File: src/time_scale_pkg.sv
`default_nettype none
package time_scale_pkg;
  // Clock and derived rates
  localparam int CLK_HZ = 200_000_000;
  localparam int TICK_HZ = 10_000_000;
  localparam int TICK_DIV = CLK_HZ / TICK_HZ;
  localparam int TICK_W = 5;
  localparam int SCAN_HZ = 10_000;
  localparam int SCAN_DIV_DEF = CLK_HZ / SCAN_HZ;
  localparam int SCAN_W = 15;
  localparam int PULSE_MS = 15;
  localparam int PULSE_CYC_DEF = (CLK_HZ / 1000) * PULSE_MS;
  localparam int PULSE_W = 22;
  // Divider shape
  localparam int NDEC = 7;
  localparam int DIG_W = 4;
  localparam logic [3:0] LAST_DIGIT = 4'h9;
  localparam logic [3:0] ADV_STATE = 4'h8;
  localparam int AUX_10HZ_DEC = 5;
  localparam int AUX_1HZ_DEC = 6;
  // Correction select 0..3 maps to the aux decade index
  localparam logic [3:0][2:0] CORR_MAP = {3'h6, 3'h5, 3'h4, 3'h0};
  // APB map
  localparam int ADDR_W = 8;
  localparam logic [7:0] OFF_CTRL = 8'h00;
  localparam logic [7:0] OFF_CORR = 8'h04;
  localparam logic [7:0] OFF_STAT = 8'h08;
  localparam logic [7:0] OFF_SNAP = 8'h0c;
  localparam int CTRL_RATE_BIT = 0;
  localparam int CORR_SEL_LSB = 0;
  localparam int CORR_DIR_BIT = 2;
  localparam int STAT_START_BIT = 0;
  localparam int STAT_PEND_BIT = 1;
  localparam int STAT_ARM_BIT = 2;
  localparam logic CTRL_RATE_RST = 1'b0;
  typedef enum logic {CORR_RETARD, CORR_ADVANCE} corr_dir_t;
endpackage : time_scale_pkg
`default_nettype wire

File: src/decade_counter.sv
`default_nettype none
module decade_counter
  import time_scale_pkg::*;
(
  // Clock and reset
  input wire logic pclk,
  input wire logic presetn,
  // Count control
  input wire logic inc,
  input wire logic supp,
  input wire logic adv,
  // State and carry
  output logic [3:0] count,
  output logic carry,
  output logic taken
);
  logic [3:0] count_r;
  logic [3:0] count_nxt;
  logic early;

  assign early = adv && (count_r == ADV_STATE);
  assign taken = inc && (supp || early);
  // Carry is combinational so the next decade steps on the same edge
  assign carry = inc && !supp && ((count_r == LAST_DIGIT) || early);
  assign count = count_r;

  always_comb begin
    count_nxt = count_r;
    if (inc && !supp) begin
      if (early || count_r == LAST_DIGIT) begin
        count_nxt = 4'h0;
      end else begin
        count_nxt = count_r + 4'h1;
      end
    end
  end

  always_ff @(posedge pclk or negedge presetn) begin
    if (!presetn) begin
      count_r <= 4'h0;
    end else begin
      count_r <= count_nxt;
    end
  end
endmodule : decade_counter
`default_nettype wire

File: src/time_scale_divider.sv
`default_nettype none
// Operation
// - Block clock to divider until start
// - Start latched, no stop path
// - Seven decades divide 10 MHz to 1 Hz
// - Interrogation copies decades into buffer
// - Two capture strobes, 10 and 1 MHz aligned
// - Fast strobe first decade, slow the rest
// - Buffered digits multiplexed onto 1-2-4-8 lines
// - Shift register scan at 10 kHz
// - Scan selects steer mux and digit drivers
// - Aux divider one plus six decades
// - Retard suppresses one input pulse
// - Advance zeroes decade at state 8
// - Same corrections at 1, 10, 100 ms
// - Carry bypass much faster than decade
// - Selector picks 10 Hz or 1 Hz
// - Output pulses stretched to 15 ms
// - Outputs retimed on 10 MHz clock
module time_scale_divider
  import time_scale_pkg::*;
#(
  parameter int SCAN_DIV = SCAN_DIV_DEF,
  parameter int PULSE_CYC = PULSE_CYC_DEF
)(
  // Clock and reset
  input wire logic pclk,
  input wire logic presetn,
  // APB slave
  input wire logic psel,
  input wire logic penable,
  input wire logic pwrite,
  input wire logic [time_scale_pkg::ADDR_W-1:0] paddr,
  input wire logic [31:0] pwdata,
  output logic [31:0] prdata,
  output logic pready,
  output logic pslverr,
  // Control pins
  input wire logic start,
  input wire logic interrogate,
  // Display
  output logic [3:0] bcd,
  output logic [time_scale_pkg::NDEC-1:0] digit_en,
  // Time scale outputs
  output logic main_ts,
  output logic aux_ts
);
  import time_scale_pkg::*;

  logic [TICK_W-1:0] tick_cnt_r;
  logic tick;
  logic tick_d_r;
  logic started_r;
  logic [NDEC-1:0] m_inc, m_carry;
  logic [NDEC-1:0][3:0] m_cnt;
  logic [NDEC-1:0] a_inc, a_carry, a_supp, a_adv, a_taken;
  logic [NDEC-1:0][3:0] a_cnt;
  logic [NDEC-1:0][3:0] snap_r;
  logic irq_prev_r, q1_arm_r, q2_arm_r, c0_d_r;
  logic irq_rise, q1_stb, q2_stb;
  logic [SCAN_W-1:0] scan_cnt_r;
  logic [NDEC-1:0] scan_r;
  logic [3:0] bcd_r;
  logic [3:0] sel_digit;
  logic rate_sel_r;
  logic corr_pend_r;
  corr_dir_t corr_dir_r;
  logic [2:0] corr_dec_r;
  logic corr_done;
  logic aux_src;
  logic [PULSE_W-1:0] main_hold_r, aux_hold_r;
  logic main_ts_r, aux_ts_r;
  logic [31:0] prdata_r;
  logic wr_en, setup, addr_ok;

  ////////////////////////////////////////////////////////////////////////////
  // 10 MHz tick and start gate
  assign tick = (tick_cnt_r == TICK_W'(TICK_DIV - 1));

  always_ff @(posedge pclk or negedge presetn) begin
    if (!presetn) begin
      tick_cnt_r <= '0;
      tick_d_r <= 1'b0;
    end else begin
      tick_cnt_r <= tick ? '0 : tick_cnt_r + TICK_W'(1);
      tick_d_r <= tick;
    end
  end

  always_ff @(posedge pclk or negedge presetn) begin
    if (!presetn) begin
      started_r <= 1'b0;
    end else if (start) begin
      started_r <= 1'b1;
    end
  end

  ////////////////////////////////////////////////////////////////////////////
  // Main and auxiliary dividers
  // gate clock pulses
  assign m_inc[0] = tick && started_r;
  assign a_inc[0] = tick;

  genvar k;
  generate
    for (k = 0; k < NDEC; k++) begin : g_dec
      if (k > 0) begin : g_chain
        assign m_inc[k] = m_carry[k-1];
        assign a_inc[k] = a_carry[k-1];
      end
      assign a_adv[k] = corr_pend_r && (corr_dec_r == 3'(k)) &&
                        (corr_dir_r == CORR_ADVANCE);
      assign a_supp[k] = corr_pend_r && (corr_dec_r == 3'(k)) &&
                         (corr_dir_r == CORR_RETARD);
      decade_counter u_main (
        .pclk(pclk),
        .presetn(presetn),
        .inc(m_inc[k]),
        .supp(1'b0),
        .adv(1'b0),
        .count(m_cnt[k]),
        .carry(m_carry[k]),
        .taken()
      );
      decade_counter u_aux (
        .pclk(pclk),
        .presetn(presetn),
        .inc(a_inc[k]),
        .supp(a_supp[k]),
        .adv(a_adv[k]),
        .count(a_cnt[k]),
        .carry(a_carry[k]),
        .taken(a_taken[k])
      );
    end
  endgenerate

  assign corr_done = |a_taken;

  ////////////////////////////////////////////////////////////////////////////
  // Interrogation capture
  assign irq_rise = interrogate && !irq_prev_r;
  // strobes follow a 10 MHz step or a 1 MHz carry
  assign q1_stb = q1_arm_r && tick_d_r;
  assign q2_stb = q2_arm_r && (c0_d_r || (!started_r && tick_d_r));

  always_ff @(posedge pclk or negedge presetn) begin
    if (!presetn) begin
      irq_prev_r <= 1'b0;
      q1_arm_r <= 1'b0;
      q2_arm_r <= 1'b0;
      c0_d_r <= 1'b0;
    end else begin
      irq_prev_r <= interrogate;
      // New request wins over the clearing strobe
      q1_arm_r <= irq_rise || (q1_arm_r && !q1_stb);
      q2_arm_r <= irq_rise || (q2_arm_r && !q2_stb);
      c0_d_r <= m_carry[0];
    end
  end

  always_ff @(posedge pclk or negedge presetn) begin
    if (!presetn) begin
      snap_r <= '0;
    end else begin
      if (q1_stb) begin
        snap_r[0] <= m_cnt[0];
      end
      if (q2_stb) begin
        snap_r[NDEC-1:1] <= m_cnt[NDEC-1:1];
      end
    end
  end

  ////////////////////////////////////////////////////////////////////////////
  // Display scan
  always_comb begin
    sel_digit = 4'h0;
    for (int i = 0; i < NDEC; i++) begin
      if (scan_r[i]) begin
        sel_digit = snap_r[i];
      end
    end
  end

  // one-hot shift register at 10 kHz
  always_ff @(posedge pclk or negedge presetn) begin
    if (!presetn) begin
      scan_cnt_r <= '0;
      scan_r <= NDEC'(1);
    end else if (scan_cnt_r == SCAN_W'(SCAN_DIV - 1)) begin
      scan_cnt_r <= '0;
      scan_r <= {scan_r[NDEC-2:0], scan_r[NDEC-1]};
    end else begin
      scan_cnt_r <= scan_cnt_r + SCAN_W'(1);
    end
  end

  always_ff @(posedge pclk or negedge presetn) begin
    if (!presetn) begin
      bcd_r <= 4'h0;
    end else begin
      bcd_r <= sel_digit;
    end
  end

  assign bcd = bcd_r;
  assign digit_en = scan_r;

  ////////////////////////////////////////////////////////////////////////////
  // Output pulse forming
  // rate selector
  assign aux_src = rate_sel_r ? a_carry[AUX_10HZ_DEC] : a_carry[AUX_1HZ_DEC];

  always_ff @(posedge pclk or negedge presetn) begin
    if (!presetn) begin
      main_hold_r <= '0;
      aux_hold_r <= '0;
    end else begin
      if (m_carry[NDEC-1]) begin
        main_hold_r <= PULSE_W'(PULSE_CYC);
      end else if (main_hold_r != '0) begin
        main_hold_r <= main_hold_r - PULSE_W'(1);
      end
      if (aux_src) begin
        aux_hold_r <= PULSE_W'(PULSE_CYC);
      end else if (aux_hold_r != '0) begin
        aux_hold_r <= aux_hold_r - PULSE_W'(1);
      end
    end
  end

  // retime on 10 MHz tick, costs up to one tick of latency
  always_ff @(posedge pclk or negedge presetn) begin
    if (!presetn) begin
      main_ts_r <= 1'b0;
      aux_ts_r <= 1'b0;
    end else if (tick) begin
      main_ts_r <= (main_hold_r != '0);
      aux_ts_r <= (aux_hold_r != '0);
    end
  end

  assign main_ts = main_ts_r;
  assign aux_ts = aux_ts_r;

  ////////////////////////////////////////////////////////////////////////////
  // APB registers
  assign setup = psel && !penable;
  assign wr_en = psel && penable && pwrite;
  assign addr_ok = (paddr == OFF_CTRL) || (paddr == OFF_CORR) ||
                   (paddr == OFF_STAT) || (paddr == OFF_SNAP);
  assign pready = 1'b1;
  assign pslverr = psel && penable && !addr_ok;
  assign prdata = prdata_r;

  always_ff @(posedge pclk or negedge presetn) begin
    if (!presetn) begin
      rate_sel_r <= CTRL_RATE_RST;
    end else if (wr_en && paddr == OFF_CTRL) begin
      rate_sel_r <= pwdata[CTRL_RATE_BIT];
    end
  end

  // one application per write; new write wins over completion
  always_ff @(posedge pclk or negedge presetn) begin
    if (!presetn) begin
      corr_pend_r <= 1'b0;
      corr_dir_r <= CORR_RETARD;
      corr_dec_r <= 3'h0;
    end else if (wr_en && paddr == OFF_CORR) begin
      corr_pend_r <= 1'b1;
      corr_dir_r <= corr_dir_t'(pwdata[CORR_DIR_BIT]);
      corr_dec_r <= CORR_MAP[pwdata[CORR_SEL_LSB +: 2]];
    end else if (corr_done) begin
      corr_pend_r <= 1'b0;
    end
  end

  // Read data latched in setup so it comes from a flop
  always_ff @(posedge pclk or negedge presetn) begin
    if (!presetn) begin
      prdata_r <= 32'h0;
    end else if (setup) begin
      prdata_r <= 32'h0;
      case (paddr)
        OFF_CTRL: prdata_r[CTRL_RATE_BIT] <= rate_sel_r;
        OFF_CORR: prdata_r[CORR_DIR_BIT:0] <= {corr_dir_r, 2'h0};
        OFF_STAT: prdata_r[STAT_ARM_BIT:0] <=
          {q1_arm_r || q2_arm_r, corr_pend_r, started_r};
        OFF_SNAP: prdata_r[NDEC*DIG_W-1:0] <= snap_r;
        default: prdata_r <= 32'h0;
      endcase
    end
  end

  ////////////////////////////////////////////////////////////////////////////
  // Checks
  property p_no_count;
    @(posedge pclk) disable iff (!presetn) !started_r |-> m_cnt == '0;
  endproperty
  a_no_count: assert property (p_no_count)
    else $error("main divider moved before start");

  property p_start_held;
    @(posedge pclk) disable iff (!presetn) started_r |=> started_r;
  endproperty
  a_start_held: assert property (p_start_held)
    else $error("start latch dropped");

  property p_one_hz;
    @(posedge pclk) disable iff (!presetn)
      (m_inc[0] && m_cnt == {NDEC{4'h9}}) |-> m_carry[NDEC-1] ##1 m_cnt == '0;
  endproperty
  a_one_hz: assert property (p_one_hz)
    else $error("main divider did not wrap to 1 Hz");

  property p_fast_cap;
    @(posedge pclk) disable iff (!presetn)
      q1_stb |=> snap_r[0] == $past(m_cnt[0]);
  endproperty
  a_fast_cap: assert property (p_fast_cap)
    else $error("first decade not captured");

  property p_slow_align;
    @(posedge pclk) disable iff (!presetn)
      (q2_stb && started_r) |-> $past(m_carry[0]);
  endproperty
  a_slow_align: assert property (p_slow_align)
    else $error("slow strobe not after 1 MHz carry");

  property p_hold;
    @(posedge pclk) disable iff (!presetn)
      (!q1_stb && !q2_stb) |=> $stable(snap_r);
  endproperty
  a_hold: assert property (p_hold)
    else $error("buffer changed without strobe");

  property p_scan;
    @(posedge pclk) disable iff (!presetn)
      $onehot(scan_r) && digit_en == scan_r;
  endproperty
  a_scan: assert property (p_scan)
    else $error("scan select not one-hot");

  property p_bcd;
    @(posedge pclk) disable iff (!presetn)
      // Lines lag the select by one cycle, so only check a settled pair
      ($stable(scan_r) && $stable(snap_r)) |-> bcd == sel_digit;
  endproperty
  a_bcd: assert property (p_bcd)
    else $error("bcd lines not the selected digit");

  property p_retard;
    @(posedge pclk) disable iff (!presetn)
      (a_inc[0] && a_supp[0]) |=> a_cnt[0] == $past(a_cnt[0]) && !corr_pend_r;
  endproperty
  a_retard: assert property (p_retard)
    else $error("retard did not swallow one pulse");

  property p_advance;
    @(posedge pclk) disable iff (!presetn)
      (a_inc[0] && a_adv[0] && a_cnt[0] == ADV_STATE) |-> a_carry[0]
        ##1 a_cnt[0] == 4'h0;
  endproperty
  a_advance: assert property (p_advance)
    else $error("advance did not restart at 8");

  property p_stretch;
    @(posedge pclk) disable iff (!presetn)
      m_carry[NDEC-1] |=> main_hold_r == PULSE_W'(PULSE_CYC);
  endproperty
  a_stretch: assert property (p_stretch)
    else $error("pulse width not loaded");

  property p_retime;
    @(posedge pclk) disable iff (!presetn)
      ($changed(main_ts) || $changed(aux_ts)) |-> $past(tick);
  endproperty
  a_retime: assert property (p_retime)
    else $error("output changed off the 10 MHz tick");
endmodule : time_scale_divider
`default_nettype wire

File: config.mk
export PLATFORM = sky130hd
export DESIGN_NAME = time_scale_divider
export DESIGN_NICKNAME = d
export VERILOG_FILES = /design/src/time_scale_pkg.sv /design/src/decade_counter.sv /design/src/time_scale_divider.sv
export SDC_FILE = /design/constraint.sdc
export NUM_CORES = 1
export LEC_CHECK = 0
export ABC_CLOCK_PERIOD_IN_PS = 5200
export BUFFER_PORTS_ARGS = -buffer_cell sky130_fd_sc_hd__buf_2
export CORE_AREA = 4 4 146 148
export DETAILED_ROUTE_END_ITERATION = 16
export DIE_AREA = 0 0 150 152
export HOLD_SLACK_MARGIN = 0.02
export PLACE_DENSITY = 0.85
export SETUP_SLACK_MARGIN = 0.2
export SLEW_MARGIN = 20
export SYNTH_ARGS = -nofsm -noshare
export SYNTH_HDL_FRONTEND = slang
export SYNTH_HIERARCHICAL = 1
export SYNTH_SLANG_ARGS = --single-unit
File: constraint.sdc
create_clock -name pclk -period 5.2 [get_ports pclk]
set_clock_uncertainty 0.1 [all_clocks]
set_input_delay 0.26 -clock pclk [delete_from_list [all_inputs] [get_ports pclk]]
set_output_delay 0.26 -clock pclk [all_outputs]
set_load 0.005 [all_outputs]
Word level (Yosys, flattened, before mapping):

Cells that the tools add are included.

* add/subtract/negate cells: 18
* magnitude comparators: 1
* eq/ne operators: 32
* multiplexer cells: 35
* bitwise logic cells: 1
* reductions and logical operators: 111

Operator list (count)
* 2-to-1 mux 22 bit: 4
* == test 4 bit (second input constant): 21
* 2-to-1 mux 4 bit: 21
* logical AND 1 bit: 69
* adder 4 x 1 -> 4 bit (second input constant): 14
* nonzero test 22 bit: 2
* subtractor 22 x 1 -> 22 bit (second input constant): 2
* 2-to-1 mux 25 bit: 1
* logical OR 1 bit: 21
* == test 8 x 4 -> 1 bit (second input constant): 2
* adder 15 x 1 -> 15 bit (second input constant): 1
* == test 15 bit (second input constant): 1
* 2-to-1 mux 15 bit: 1
* zero test 1 bit: 13
* == test 3 bit (second input constant): 3
* == test 8 x 3 -> 1 bit (second input constant): 1
* zero test 8 bit: 1
* OR reduction 7 bit: 1
* binary-select mux 3 bit (select 2 bit): 1
* == test 3 x 2 -> 1 bit (second input constant): 2
* one-hot mux 2 bit (3 select lines): 1
* nonzero test 2 bit: 3
* adder 5 x 1 -> 5 bit (second input constant): 1
* == test 5 bit (second input constant): 1
* 8 further kinds: 10

* register bits: 201
* logic and storage cells: 238

Logic depth before layout (Yosys ltp):

Gate-level depths: netlist (run 1).

* depth in word-level cells: 20
* mapped depth: 29

By module:

Netlist (run 1), hierarchy kept.

By module, submodules not included
* time_scale_divider: instances 1, cells an instance 624, area an instance 6688.9 um^2, seq. area each 3629.7 um^2
* decade_counter: instances 14, cells an instance 31, area an instance 284.0 um^2, seq. area each 100.1 um^2

Least setup slack after synthesis (run 1):

OpenSTA, ideal clock, no wires.

* path kind: register to register
* from: register tick_cnt_r[0]
* to: register main_hold_r[18]
* data arrival time: 4831 ps
* slack: 137 ps
* cell stages (with the launch flop): 30
* clock period less this slack: 5063 ps
* cells stage by stage: dfrtp_1 > ha_1 > nand2_1 > nor4_1 > nand2b_4 > buf_6 > and2b_1 > nand2b_4 > buf_6 > and2b_1 > nand2b_4 > buf_6 > and2b_1 > nand2b_4 > buf_6 > and2b_1 > nand2b_4 > buf_6 > and2b_1 > nand2b_4 > buf_6 > and2b_1 > nand2b_4 > buf_6 > and2b_1 > nor2_1 > nand4_1 > nand3_1 > o31ai_1 > or3b_1

* cells in the longest elaborated chain, start to end: 10

Ends and longest elaborated chain
* start: declaration: RTL line time_scale_divider.sv:50 `logic [TICK_W-1:0] tick_cnt_r;`
* start signal: assignment: RTL line time_scale_divider.sv:85 `tick_cnt_r <= tick ? '0 : tick_cnt_r + TICK_W'(1);`
* == test 5 bit (*): RTL line time_scale_divider.sv:78 `assign tick = (tick_cnt_r == TICK_W'(TICK_DIV - 1));`
* logical AND 1 bit (*): RTL line time_scale_divider.sv:101 `assign m_inc[0] = tick && started_r;`
* named net m_inc[0]: RTL line time_scale_divider.sv:54 `logic [NDEC-1:0] m_inc, m_carry;`
* logical AND 1 bit (*): RTL line decade_counter.sv:24 `assign carry = inc && !supp && ((count_r == LAST_DIGIT) || early);`
* named net m_carry[0]: RTL line time_scale_divider.sv:54
* logical AND 1 bit (*): RTL line decade_counter.sv:24
* named net m_carry[1]: RTL line time_scale_divider.sv:54
* logical AND 1 bit (*): RTL line decade_counter.sv:24
* named net m_carry[2]: RTL line time_scale_divider.sv:54
* (+1 left out)
* named net m_carry[3]: RTL line time_scale_divider.sv:54
* logical AND 1 bit (*): RTL line decade_counter.sv:24
* named net m_carry[4]: RTL line time_scale_divider.sv:54
* logical AND 1 bit (*): RTL line decade_counter.sv:24
* named net m_carry[5]: RTL line time_scale_divider.sv:54
* logical AND 1 bit (*): RTL line decade_counter.sv:24
* named net m_carry[6]: RTL line time_scale_divider.sv:54
* 2-to-1 mux 22 bit / nonzero test 2 bit (equally long branches)
* end signal: assignment: RTL line time_scale_divider.sv:221 `main_hold_r <= PULSE_W'(PULSE_CYC);`
* end signal: assignment: RTL line time_scale_divider.sv:223 `main_hold_r <= main_hold_r - PULSE_W'(1);`
* end: declaration: RTL line time_scale_divider.sv:71 `logic [PULSE_W-1:0] main_hold_r, aux_hold_r;`

Mark *: on every way through the listed nets, which the timed path passes. The rest lies on a longest branch.
A chain may end at the register's enable or synchronous reset.

Worst setup path in the final report (run 1):

* from: register corr_pend_r
* to: register aux_hold_r[11]

* cells in the longest elaborated chain, start to end: 19

Ends and longest elaborated chain
* start: declaration: RTL line time_scale_divider.sv:66 `logic corr_pend_r;`
* start signal: assignment: RTL line time_scale_divider.sv:268 `corr_pend_r <= 1'b0;`
* start signal: assignment: RTL line time_scale_divider.sv:272 `corr_pend_r <= 1'b1;`
* start signal: assignment: RTL line time_scale_divider.sv:276 `corr_pend_r <= 1'b0;`
* logical AND 1 bit (*) (2 in a row): RTL line time_scale_divider.sv:113 `assign a_supp[k] = corr_pend_r && (corr_dec_r == 3'(k)) &&`
* named net a_supp[0]: RTL line time_scale_divider.sv:56 `logic [NDEC-1:0] a_inc, a_carry, a_supp, a_adv, a_taken;`
* zero test 1 bit (*): RTL line decade_counter.sv:24
* logical AND 1 bit (*) (2 in a row): RTL line decade_counter.sv:24
* named net a_carry[0]: RTL line time_scale_divider.sv:56
* logical AND 1 bit (*) (2 in a row): RTL line decade_counter.sv:24
* named net a_carry[1]: RTL line time_scale_divider.sv:56
* logical AND 1 bit (*) (2 in a row): RTL line decade_counter.sv:24
* named net a_carry[2]: RTL line time_scale_divider.sv:56
* (+2 left out)
* named net a_carry[3]: RTL line time_scale_divider.sv:56
* logical AND 1 bit (*) (2 in a row): RTL line decade_counter.sv:24
* named net a_carry[4]: RTL line time_scale_divider.sv:56
* logical AND 1 bit (*) (2 in a row): RTL line decade_counter.sv:24
* named net a_carry[5]: RTL line time_scale_divider.sv:56
* logical AND 1 bit (*) (2 in a row): RTL line decade_counter.sv:24
* named net a_carry[6]: RTL line time_scale_divider.sv:56
* 2-to-1 mux 1 bit (*): RTL line time_scale_divider.sv:213 `assign aux_src = rate_sel_r ? a_carry[AUX_10HZ_DEC] : a_carry[AUX_1HZ_DEC];`
* 2-to-1 mux 22 bit / nonzero test 2 bit (equally long branches)
* end signal: assignment: RTL line time_scale_divider.sv:226 `aux_hold_r <= PULSE_W'(PULSE_CYC);`
* end signal: assignment: RTL line time_scale_divider.sv:228 `aux_hold_r <= aux_hold_r - PULSE_W'(1);`
* end: declaration: RTL line time_scale_divider.sv:71

Marked as above.

==> results of run 1 <==
==> cell type report <==
cell class / instances / share of cell area
tap: 270 / 0.0285
clock buffer: 31 / 0.0545
inverter: 68 / 0.0216
multi-input combinational: 747 / 0.425
timing repair buffer: 79 / 0.0401
sequential: 201 / 0.425
clock inverter: 8 / 0.00550
==> worst max-delay path by stage <==
stage,to,slack (ns),cells past startpoint,startpoint
after floorplan,main_hold_r[18],0.32,29,tick_cnt_r[0]
after global placement,aux_hold_r[11],0.51,19,corr_dec_r[1]
after detailed placement,aux_hold_r[11],0.37,19,corr_dec_r[1]
after CTS,aux_hold_r[11],0.33,19,corr_pend_r
after global routing,aux_hold_r[11],0.15,19,corr_pend_r
final,aux_hold_r[11],0.42,19,corr_pend_r
==> repair_timing <==
| action | CTS | global route |
|---|---|---|
| hold buffers | 8 | 0 |
| gates resized for setup | 0 | 2 |
| hold endpoints to repair | 134 | 0 |
| endpoints found under the setup margin | 0 | 4 |
==> worst register-to-register path, cell delays in order, from the launching register on <==
cell	delay [ns]
dfrtp_1	0.42
or3b_2	0.52
nor3_2	0.17
nand2b_4	0.21
and2b_1	0.23
nand2b_4	0.11
and2b_1	0.22
nand2b_4	0.11
and2b_1	0.23
nand2b_4	0.11
and2b_1	0.23
nand2b_4	0.12
and2b_1	0.23
nand2b_4	0.12
and2b_1	0.25
nand2b_4	0.13
and2b_1	0.20
mux2_2	0.38
or4_1	0.54
nand2_1	0.08
==> stage by stage <==
step                      setup slack, ns   util  hold WS [ns]  cells
after CTS                           0.330  0.590        0.0444   1404
after global placement              0.507  0.551         0.285   1357
after detailed placement            0.374  0.551         0.287   1357
after floorplan                     0.323      -        -0.136   1061
after global routing                0.145  0.591        0.0487   1404
final                               0.425  0.591        0.0652   1404
==> sequential cells by signal, summed over array words and instances, names as in the netlist, 3 cells and up <==
| register | flops |
|---|---|
| snap_r | 28 |
| digit_en | 7 |
| aux_hold_r | 22 |
| prdata | 28 |
| g_dec.u_aux/count | 28 |
| bcd | 4 |
| tick_cnt_r | 5 |
| scan_cnt_r | 15 |
| corr_dec_r | 3 |
| main_hold_r | 22 |
| g_dec.u_main/count | 28 |
==> per-layer routing <==
metal | up-vias | wire [um]
met3 | 38 | 951
met4 | 0 | 521
met5 | - | 0
li1 | 3779 | -
met2 | 174 | 11400
met1 | 3929 | 9670
==> power by group <==
part	switching (mW)	internal [mW]	total, mW	leakage (nW)
registers	0.0154	1.58	1.59	2.64
clock network	0.615	0.912	1.53	0.358
logic	0.0635	0.0307	0.0942	2.46
total	0.694	2.52	3.21	5.46
==> run metrics, run 1 <==
cell family with most CP delay simple AND/OR/NAND/NOR gates; worst vdd ir 207 uV; Via-to-Cell Ratio 5.64; number of diodes 0; Tcrit/Tclk final 0.918; Syn Area/Cell 10.1 sq um; clk slew on worst S/H paths 0.06 ns; GR Layer Usage met3 0.0295; hold path depth 3; Routability Congestion 0.875; Starting Density 0.526; CTS sink cnt 201; placed cell area 0.0110 sq mm; I/O Buffers 59; Pleak 5.46 nW; number of global-route vias before repair 7,961; hold endpoint prdata[1]; Die X 150 um; number of DRC markers in iteration 0 611; most frequent cells in the layout 200 x dfrtp_1, 103 x nand2_1, 68 x inv_1, 63 x nor2_1, 58 x buf_2; area of the multi-input gates 0.00503 sq mm; first-pass GRT wire length 38.8 mm; Reg-to-Reg End aux_hold_r[11]; # nets final 1,212; GR peak layer met2; Final Setup Violations 0; max-slew violation count 0; Post-Route WL 22.6 mm; endpoint class of the critical path flip-flop; GRT met2 Usage 0.347; unrepaired setup endpoints after global routing true; DRT antenna net count 0; CTS tree done; fmax 0.209 GHz; worst stage delay on the critical path 0.54 ns; hold path startpoint paddr[3]; GR Util met1 0.262; share of post-route cells with drive strength above 1 0.153; worst min path class input pin to flip-flop; outcome completed; initial antenna violation count 0; clk_lat worst skew 0.50 ns; max_cap viols 0; # fillers 1,578; DRC 0; Pwr Total 3.21 mW; root buffer selected by CTS clkbuf_16; final instance area 0.0118 sq mm; pwr dens 271 mW/mm^2; nature of the critical path startpoint flip-flop; critical path type flip-flop to flip-flop; clock buffer depth 3; core footprint 0.0200 sq mm; commonest non-fill, non-tap cell in the layout dfrtp_1; vias 7,920; P&R area growth vs syn 12.3%; average wire per standard cell 16.1 um; die area 0.0228 sq mm; CP cell instances or3b_2 > nor3_2 > nand2b_4 > and2b_1 > nand2b_4 > and2b_1 > nand2b_4 > and2b_1 > nand2b_4 > and2b_1 > nand2b_4 > and2b_1 > nand2b_4 > and2b_1 > nand2b_4 > and2b_1 > mux2_2 > or4_1 > nand2_1; FF-to-FF Start corr_pend_r; Worst R2R Path Depth 19; final hold violations 0; global route overflow 0; minimum clock period 4.78 ns; Ports 94; row count 52; Critical Path Fanout Max 13; Cells after Synth 1,044; cell area after synthesis 0.0105 sq mm; YS warnings 6; chip height 152 um; Slowest cell on crit path or4_1; GRT Util Overall 0.201; first drt pass iteration count 5; HPWL after DPL 14.9 mm; CTS H-tree depth 1; relative slew slack 0.331; setup repair bufs after CTS 0; setup TNS after final layout 0 ns; WP buf/inv 0; worst path required time 5.53 ns; crit path DAT 5.11 ns; Worst Tran Pin Value 1.00 ns; FF-to-FF setup slack 0.42 ns; CTS buffer count 22; FF+latch area 0.00503 sq mm; largest net degree at the start of global routing 127
Power figures use the tool's default switching activity.
==> run 2: changes to the inputs <==
--- a/config.mk
+++ b/config.mk
@@ -7,14 +7,13 @@
 export LEC_CHECK = 0
 export ABC_CLOCK_PERIOD_IN_PS = 5200
 export BUFFER_PORTS_ARGS = -buffer_cell sky130_fd_sc_hd__buf_2
-export CORE_AREA = 4 4 146 148
+export CORE_AREA = 4 4 140 142
 export DETAILED_ROUTE_END_ITERATION = 16
-export DIE_AREA = 0 0 150 152
+export DIE_AREA = 0 0 144 146
 export HOLD_SLACK_MARGIN = 0.02
-export PLACE_DENSITY = 0.85
+export PLACE_DENSITY = 0.86
 export SETUP_SLACK_MARGIN = 0.2
 export SLEW_MARGIN = 20
 export SYNTH_ARGS = -nofsm -noshare
 export SYNTH_HDL_FRONTEND = slang
-export SYNTH_HIERARCHICAL = 1
 export SYNTH_SLANG_ARGS = --single-unit
==> run 2 against run 1 <==
Critical path depth is 11 lower. Setup slack better by 1.4 ns. Register-to-register slack better by 1.4 ns. Synthesized area decreased by 7.3%. Non-clock buffer count decreased by 6. Core utilization is 0.82 points higher. Global-route usage shrank 0.69 points. Total power shrank 3.7%. Combinational power decreased by 31%. Clock-buffer cell count down 1. Synthesized cell count is 9.5% lower. Maximum frequency increased by 40%. Largest power group unchanged.
==> run metrics, run 2 <==
row count 50 (-3.8%); Routability Congestion 0.816 (-6.7%); Final Setup Violations 0 (unchanged); Clk pwr share 0.472 (-0.003); final hold violations 0 (unchanged); YS warnings 0 (-6); sequential share of the synthesized area 0.515; most frequent cell after synthesis dfrtp_1; Syn Area/Cell 10.3 sq um (+2.4%); worst min path class input pin to flip-flop; Post-synth EDFFs 0; # fillers 1,412 (-11%); commonest cells in the synthesized netlist 200 x dfrtp_1, 93 x nand2_1, 67 x nor2_1; initial antenna violation count 0 (unchanged); CP cell instances ha_1 > nand4bb_1 > inv_2 > nand4_1 > nor3_2 > nand4_1 > or3_1 > and2_1; minimum clock period 3.40 ns (-1.37 ns); CTS sink cnt 201 (unchanged); number of synthesized register bits 201; worst path required time 5.48 ns (-0.05 ns); Synth top area share 0.512; largest area contributor in the netlist dfrtp_1; GRT met2 Usage 0.325 (-0.0223); NetSw 637 uW (-8.3%); Die X 144 um (-4.0%); average wire per standard cell 16.1 um (about the same); first-pass GRT wire length 34.3 mm (-12%); largest net degree at the start of global routing 129 (+1.6%); critical path type flip-flop to flip-flop; max_cap viols 0 (unchanged); relative slew slack 0.289 (-0.0414); Slowest cell on crit path or3_1; GRT Util Overall 0.194 (-0.00690); pwr dens 280 mW/mm^2 (+3.1%); chip height 146 um (-3.9%); vias 7,228 (-8.7%); FFs w/ async S/R, synth 1.00; die area 0.0210 sq mm (-7.8%); # nets final 1,081 (-11%); Post-Route WL 20.2 mm (-11%); Place WS 1.86 ns (+1.49 ns); root buffer selected by CTS clkbuf_16; P&R area growth vs syn 13.2%; I/O Buffers 59 (unchanged); GR Layer Usage met3 0.0266 (-0.00287); CTS tree done; crit path DAT 3.68 ns (-1.43 ns); setup ws final 1.80 ns (+1.37 ns); Via-to-Cell Ratio 5.76 (+2.1%); DRT antenna net count 0 (unchanged); core footprint 0.0185 sq mm (-7.9%); HPWL after DPL 13.6 mm (-8.9%); number of global-route vias before repair 7,228 (-9.2%); most frequent cells in the layout 200 x dfrtp_1, 93 x nand2_1, 66 x nor2_1, 58 x buf_2, 54 x o21ai_0; most frequent CP cell nand4_1; Synth area leaders dfrtp_1 51%, mux2_2 4.7%, xnor2_1 3.9%; Ports 94 (unchanged); part of the power in combinational logic 0.021 (-0.008); Tcrit/Tclk final 0.654 (-0.264); endpoint class of the critical path flip-flop; commonest non-fill, non-tap cell in the layout dfrtp_1; CTS buffer count 21 (-4.5%); Min Hold Slack 0.0592 ns (-0.00601 ns); first drt pass iteration count 5 (unchanged); clk_lat worst skew 0.49 ns (about the same); number of DRC markers in iteration 0 490 (-20%); max-slew violation count 0 (unchanged); fmax 0.294 GHz (+40%); Cells after Synth 945 (-9.5%); setup repair bufs after CTS 0 (unchanged); final instance area 0.0111 sq mm (-6.6%); Worst Tran Pin Value 1.06 ns (+0.0542 ns); switching part of the total power 0.206 (-0.0102); worst vdd ir 216 uV (+4.3%); placed cell area 0.0103 sq mm (-6.9%); GR peak layer met2; Pleak 5.41 nW (-0.85%); ys flop type dfrtp_1; Seq pwr share 0.507 (+0.012); cell area after synthesis 0.00977 sq mm (-7.3%); unrepaired setup endpoints after global routing false; global route overflow 0 (unchanged); final core utilization 0.599 (+0.00820); Int Pwr 2.46 mW (-2.5%); CTS H-tree depth 1 (unchanged); nature of the critical path startpoint flip-flop; outcome completed; GR Util met1 0.263 (+0.000452); worst stage delay on the critical path 0.58 ns (+0.04 ns); Critical Path Fanout Max 11 (-2); Cell variety after synth 65; clock buffer depth 3 (unchanged); setup TNS after final layout 0 ns (unchanged); Starting Density 0.529 (+0.00326); DRC 0 (unchanged); share of post-route cells with drive strength above 1 0.153 (+0.000384); clk slew on worst S/H paths 0.06 ns (about the same)
run 2: stage by stage:
step                cells  power (mW)
floorplan             948        1.62
global placement     1211        1.66
detailed placement   1211        1.66
CTS                  1253        3.12
global route         1254        3.20
finish               1255        3.09
run 2: cell families after synthesis:
group / synth area share
muxes: 0.0544
adders and majority gates: 0.0320
AOI/OAI and AO/OA: 0.107
and+or+nand+nor: 0.205
other: 0.000769
buffers and inverters: 0.0302
xor gates and xnor gates: 0.0547
DFF: 0.515
run 2: final timing paths:
path	startpoint	end	slack (ns)	depth (start not counted)
worst max-delay path	tick_cnt_r[0]	main_hold_r[8]	1.80	8
worst min-delay path	paddr[1]	prdata[0]	0.06	3
worst max register to register	tick_cnt_r[0]	main_hold_r[8]	1.80	8
worst min register to register	tick_cnt_r[0]	tick_cnt_r[0]	0.37	1
max in group asynchronous	presetn	g_dec[5].u_aux.count[3]	3.51	4
min in group asynchronous	presetn	main_hold_r[20]	0.13	2
run 2: metal layers:
layer / part of all wire / wire length, um
met5: 0 / 0
met4: 0.025 / 501
met3: 0.045 / 911
met2: 0.49 / 9930
met1: 0.44 / 8870
run 2: area by class of cell:
class	count	area, sq um	area share
antenna	1	2.50	0.000226
clock buffer	30	619	0.0560
clock inverter	4	51.3	0.00464
inverter	37	139	0.0126
multi-input combinational	675	4470	0.404
sequential	201	5030	0.455
tap	234	293	0.0265
timing repair buffer	73	449	0.0406
run 2: worst max-delay path: cells and delay by family, from the launching register on:
kind                     cells  cell delay, ns
adder cells (fa/ha/maj)      1            0.23
buffers and inverters        1            0.29
flip-flops                   1            0.37
AND/OR/NAND/NOR              6            2.29
run 2: power groups by stage:
stage | Clock, mW | Sequential (mW) | Combinational, mW
floorplan | 0 | 1.60 | 0.0182
finish | 1.46 | 1.57 | 0.0654
global placement | 0 | 1.60 | 0.0588
CTS | 1.49 | 1.57 | 0.0648
detailed placement | 0 | 1.60 | 0.0597
global route | 1.55 | 1.57 | 0.0759
run 2: what timing repair did:
item                                    CTS  global route
endpoints found under the hold margin   135             0
hold buffers                              8             0
gates resized for setup                   0             0
endpoints found under the setup margin    0             0
==> run 3: changes to the inputs <==
--- a/config.mk
+++ b/config.mk
@@ -5,13 +5,13 @@
 export SDC_FILE = /design/constraint.sdc
 export NUM_CORES = 1
 export LEC_CHECK = 0
-export ABC_CLOCK_PERIOD_IN_PS = 5200
+export ABC_CLOCK_PERIOD_IN_PS = 3500
 export BUFFER_PORTS_ARGS = -buffer_cell sky130_fd_sc_hd__buf_2
-export CORE_AREA = 4 4 140 142
+export CORE_AREA = 4 4 139 141
 export DETAILED_ROUTE_END_ITERATION = 16
-export DIE_AREA = 0 0 144 146
+export DIE_AREA = 0 0 143 145
 export HOLD_SLACK_MARGIN = 0.02
-export PLACE_DENSITY = 0.86
+export PLACE_DENSITY = 0.84
 export SETUP_SLACK_MARGIN = 0.2
 export SLEW_MARGIN = 20
 export SYNTH_ARGS = -nofsm -noshare
==> constraint.sdc (replaced) <==
create_clock -name pclk -period 3.5 [get_ports pclk]
set_clock_uncertainty 0.1 [all_clocks]
set_input_delay 0.175 -clock pclk [delete_from_list [all_inputs] [get_ports pclk]]
set_output_delay 0.175 -clock pclk [all_outputs]
set_load 0.005 [all_outputs]
==> run 3 against run 2 <==
Via count grew 0.44%. Total power up 62%. Cell area rose by 2.1%. Combinational power rose by 51%. Register-to-register slack worse by 1.1 ns. Setup slack worse by 1.1 ns. Sequential power grew 48%. Critical path depth is the same. Highest routed layer unchanged.
==> run metrics, run 3 (synthesis gave the netlist of run 2 again) <==
outcome completed; minimum clock period 2.79 ns (-0.611 ns); row count 49 (-2.0%); Routability Congestion 0.821 (+0.58%); Starting Density 0.544 (+0.0145); Via-to-Cell Ratio 5.73 (-0.43%); clk_lat worst skew 0.50 ns (about the same); unrepaired setup endpoints after global routing false; Critical Path Fanout Max 11 (unchanged); Worst Tran Pin Value 0.945 ns (-0.113 ns); largest net degree at the start of global routing 120 (-7.0%); FF+latch area 0.00503 sq mm (unchanged); GRT Util Overall 0.197 (+0.00271); CTS sink cnt 201 (unchanged); DR WL met3 830 um (-8.9%); Final Setup Violations 0 (unchanged); first drt pass iteration count 5 (unchanged); Pwr Total 5.01 mW (+62%); I/O Buffers 59 (unchanged); DRC 0 (unchanged); worst path required time 3.78 ns (-1.70 ns); die area 0.0207 sq mm (-1.4%); clk slew on worst S/H paths 0.06 ns (about the same); core footprint 0.0180 sq mm (-2.7%); WL met1 9.05 mm (+2.0%); HPWL after DPL 13.8 mm (+1.4%); cell family with most CP delay simple AND/OR/NAND/NOR gates; root buffer selected by CTS clkbuf_16; CTS tree done; Slowest cell on crit path or3_1; crit path DAT 3.07 ns (-0.61 ns); final hold violations 0 (unchanged); max-slew violation count 0 (unchanged); setup TNS after final layout 0 ns (unchanged); chip height 145 um (-0.68%); Post-Route WL 20.3 mm (+0.34%); most frequent CP cell nand4_1; average wire per standard cell 16.0 um (-0.54%); Die X 143 um (-0.69%); number of DRC markers in iteration 0 504 (+2.9%); initial antenna violation count 0 (unchanged); # fillers 1,402 (-0.71%); CTS buffer count 22 (+4.8%); clock buffer depth 3 (unchanged); Ports 94 (unchanged); worst min path class input pin to flip-flop; DRT antenna net count 0 (unchanged); number of global-route vias before repair 7,136 (-1.3%); worst stage delay on the critical path 0.56 ns (-0.02 ns); fmax 0.358 GHz (+22%); CTS H-tree depth 1 (unchanged); commonest non-fill, non-tap cell in the layout dfrtp_1; nature of the critical path startpoint flip-flop; setup repair bufs after CTS 0 (unchanged); # nets final 1,094 (+1.2%); critical path type flip-flop to flip-flop; most frequent cells in the layout 200 x dfrtp_1, 93 x nand2_1, 67 x nor2_1, 58 x buf_2, 54 x o21ai_0; vias 7,260 (+0.44%); max_cap viols 0 (unchanged); P&R area growth vs syn 15.5%; metal2 WL 9.84 mm (-0.97%); number of diodes 0 (-1); area of the multi-input gates 0.00446 sq mm (-0.17%); relative slew slack 0.370 (+0.0805); share of post-route cells with drive strength above 1 0.162 (+0.00906); endpoint class of the critical path flip-flop; CP cell instances ha_1 > nand4bb_1 > inv_2 > nand4_1 > nor3_2 > nand4_1 > or3_1 > and2_1; Tcrit/Tclk final 0.797 (+0.143); pwr dens 443 mW/mm^2 (+58%); FF-to-FF setup slack 0.71 ns (-1.09 ns); global route overflow 0 (unchanged); Pleak 5.54 nW (+2.4%); first-pass GRT wire length 34.3 mm (about the same); worst vdd ir 390 uV (+81%); WP buf/inv 1 (unchanged); uppermost layer routed met4
run 3: cell types whose count changed in the layout (fill, tap and decap cells not counted), moves of 2 or more:
cell and delta:
buf_4 +8, bufinv_16 +4, clkbuf_16 +2, clkbuf_8 -2, clkinv_2 +2, dlygate4sd3_1 +4
run 3: timing repair:
item | CTS | global route
endpoints found under the hold margin | 128 | 0
hold buffers | 12 | 0
gates resized for setup | 0 | 0
run 3: power by group:
part	switching, mW	internal (mW)	leakage [nW]
Combinational	0.0711	0.0279	2.39
Clock	0.922	1.65	0.404
Sequential	0.00395	2.33	2.75
Total	0.997	4.01	5.54
run 3: routing by layer:
layer,vias up,global-route usage
met5,-,0
li1,3494,-
met2,165,0.316
met3,42,0.0267
met4,0,0.0632
met1,3559,0.278
run 3: area by class of cell:
class,instances,share of cell area
sequential,201,0.446
multi-input combinational,675,0.395
clock buffer,29,0.0565
timing repair buffer,85,0.0480
tap,229,0.0254
clock inverter,10,0.0167
inverter,37,0.0123
run 3: worst register-to-register path: cells and delay by family (launching register included):
kind | cells | cell delay (ns)
AND/OR/NAND/NOR | 6 | 1.79
buffers and inverters | 1 | 0.17
flip-flops | 1 | 0.37
adder cells (fa/ha/maj) | 1 | 0.25
run 3: final timing paths:
path,depth (start not counted),startpoint,endpoint
max,8,tick_cnt_r[0],main_hold_r[8]
min,4,paddr[0],prdata[1]
max reg2reg,8,tick_cnt_r[0],main_hold_r[8]
min reg2reg,1,tick_cnt_r[0],tick_cnt_r[0]
max in group asynchronous,3,presetn,g_dec[6].u_aux.count[2]
min in group asynchronous,2,presetn,aux_hold_r[1]
run 3: per-stage QoR:
| stage | setup WS, ns | cell area [sq um] | utilization | hold slack, ns | std cells |
|---|---|---|---|---|---|
| floorplan | 1.05 | 9780 | - | -0.221 | 948 |
| global placement | 0.785 | 10300 | 0.576 | 0.207 | 1215 |
| detailed placement | 0.744 | 10300 | 0.576 | 0.204 | 1215 |
| CTS | 0.705 | 11300 | 0.628 | 0.0375 | 1266 |
| global route | 0.521 | 11300 | 0.628 | 0.0629 | 1266 |
| finish | 0.709 | 11300 | 0.628 | 0.0754 | 1266 |
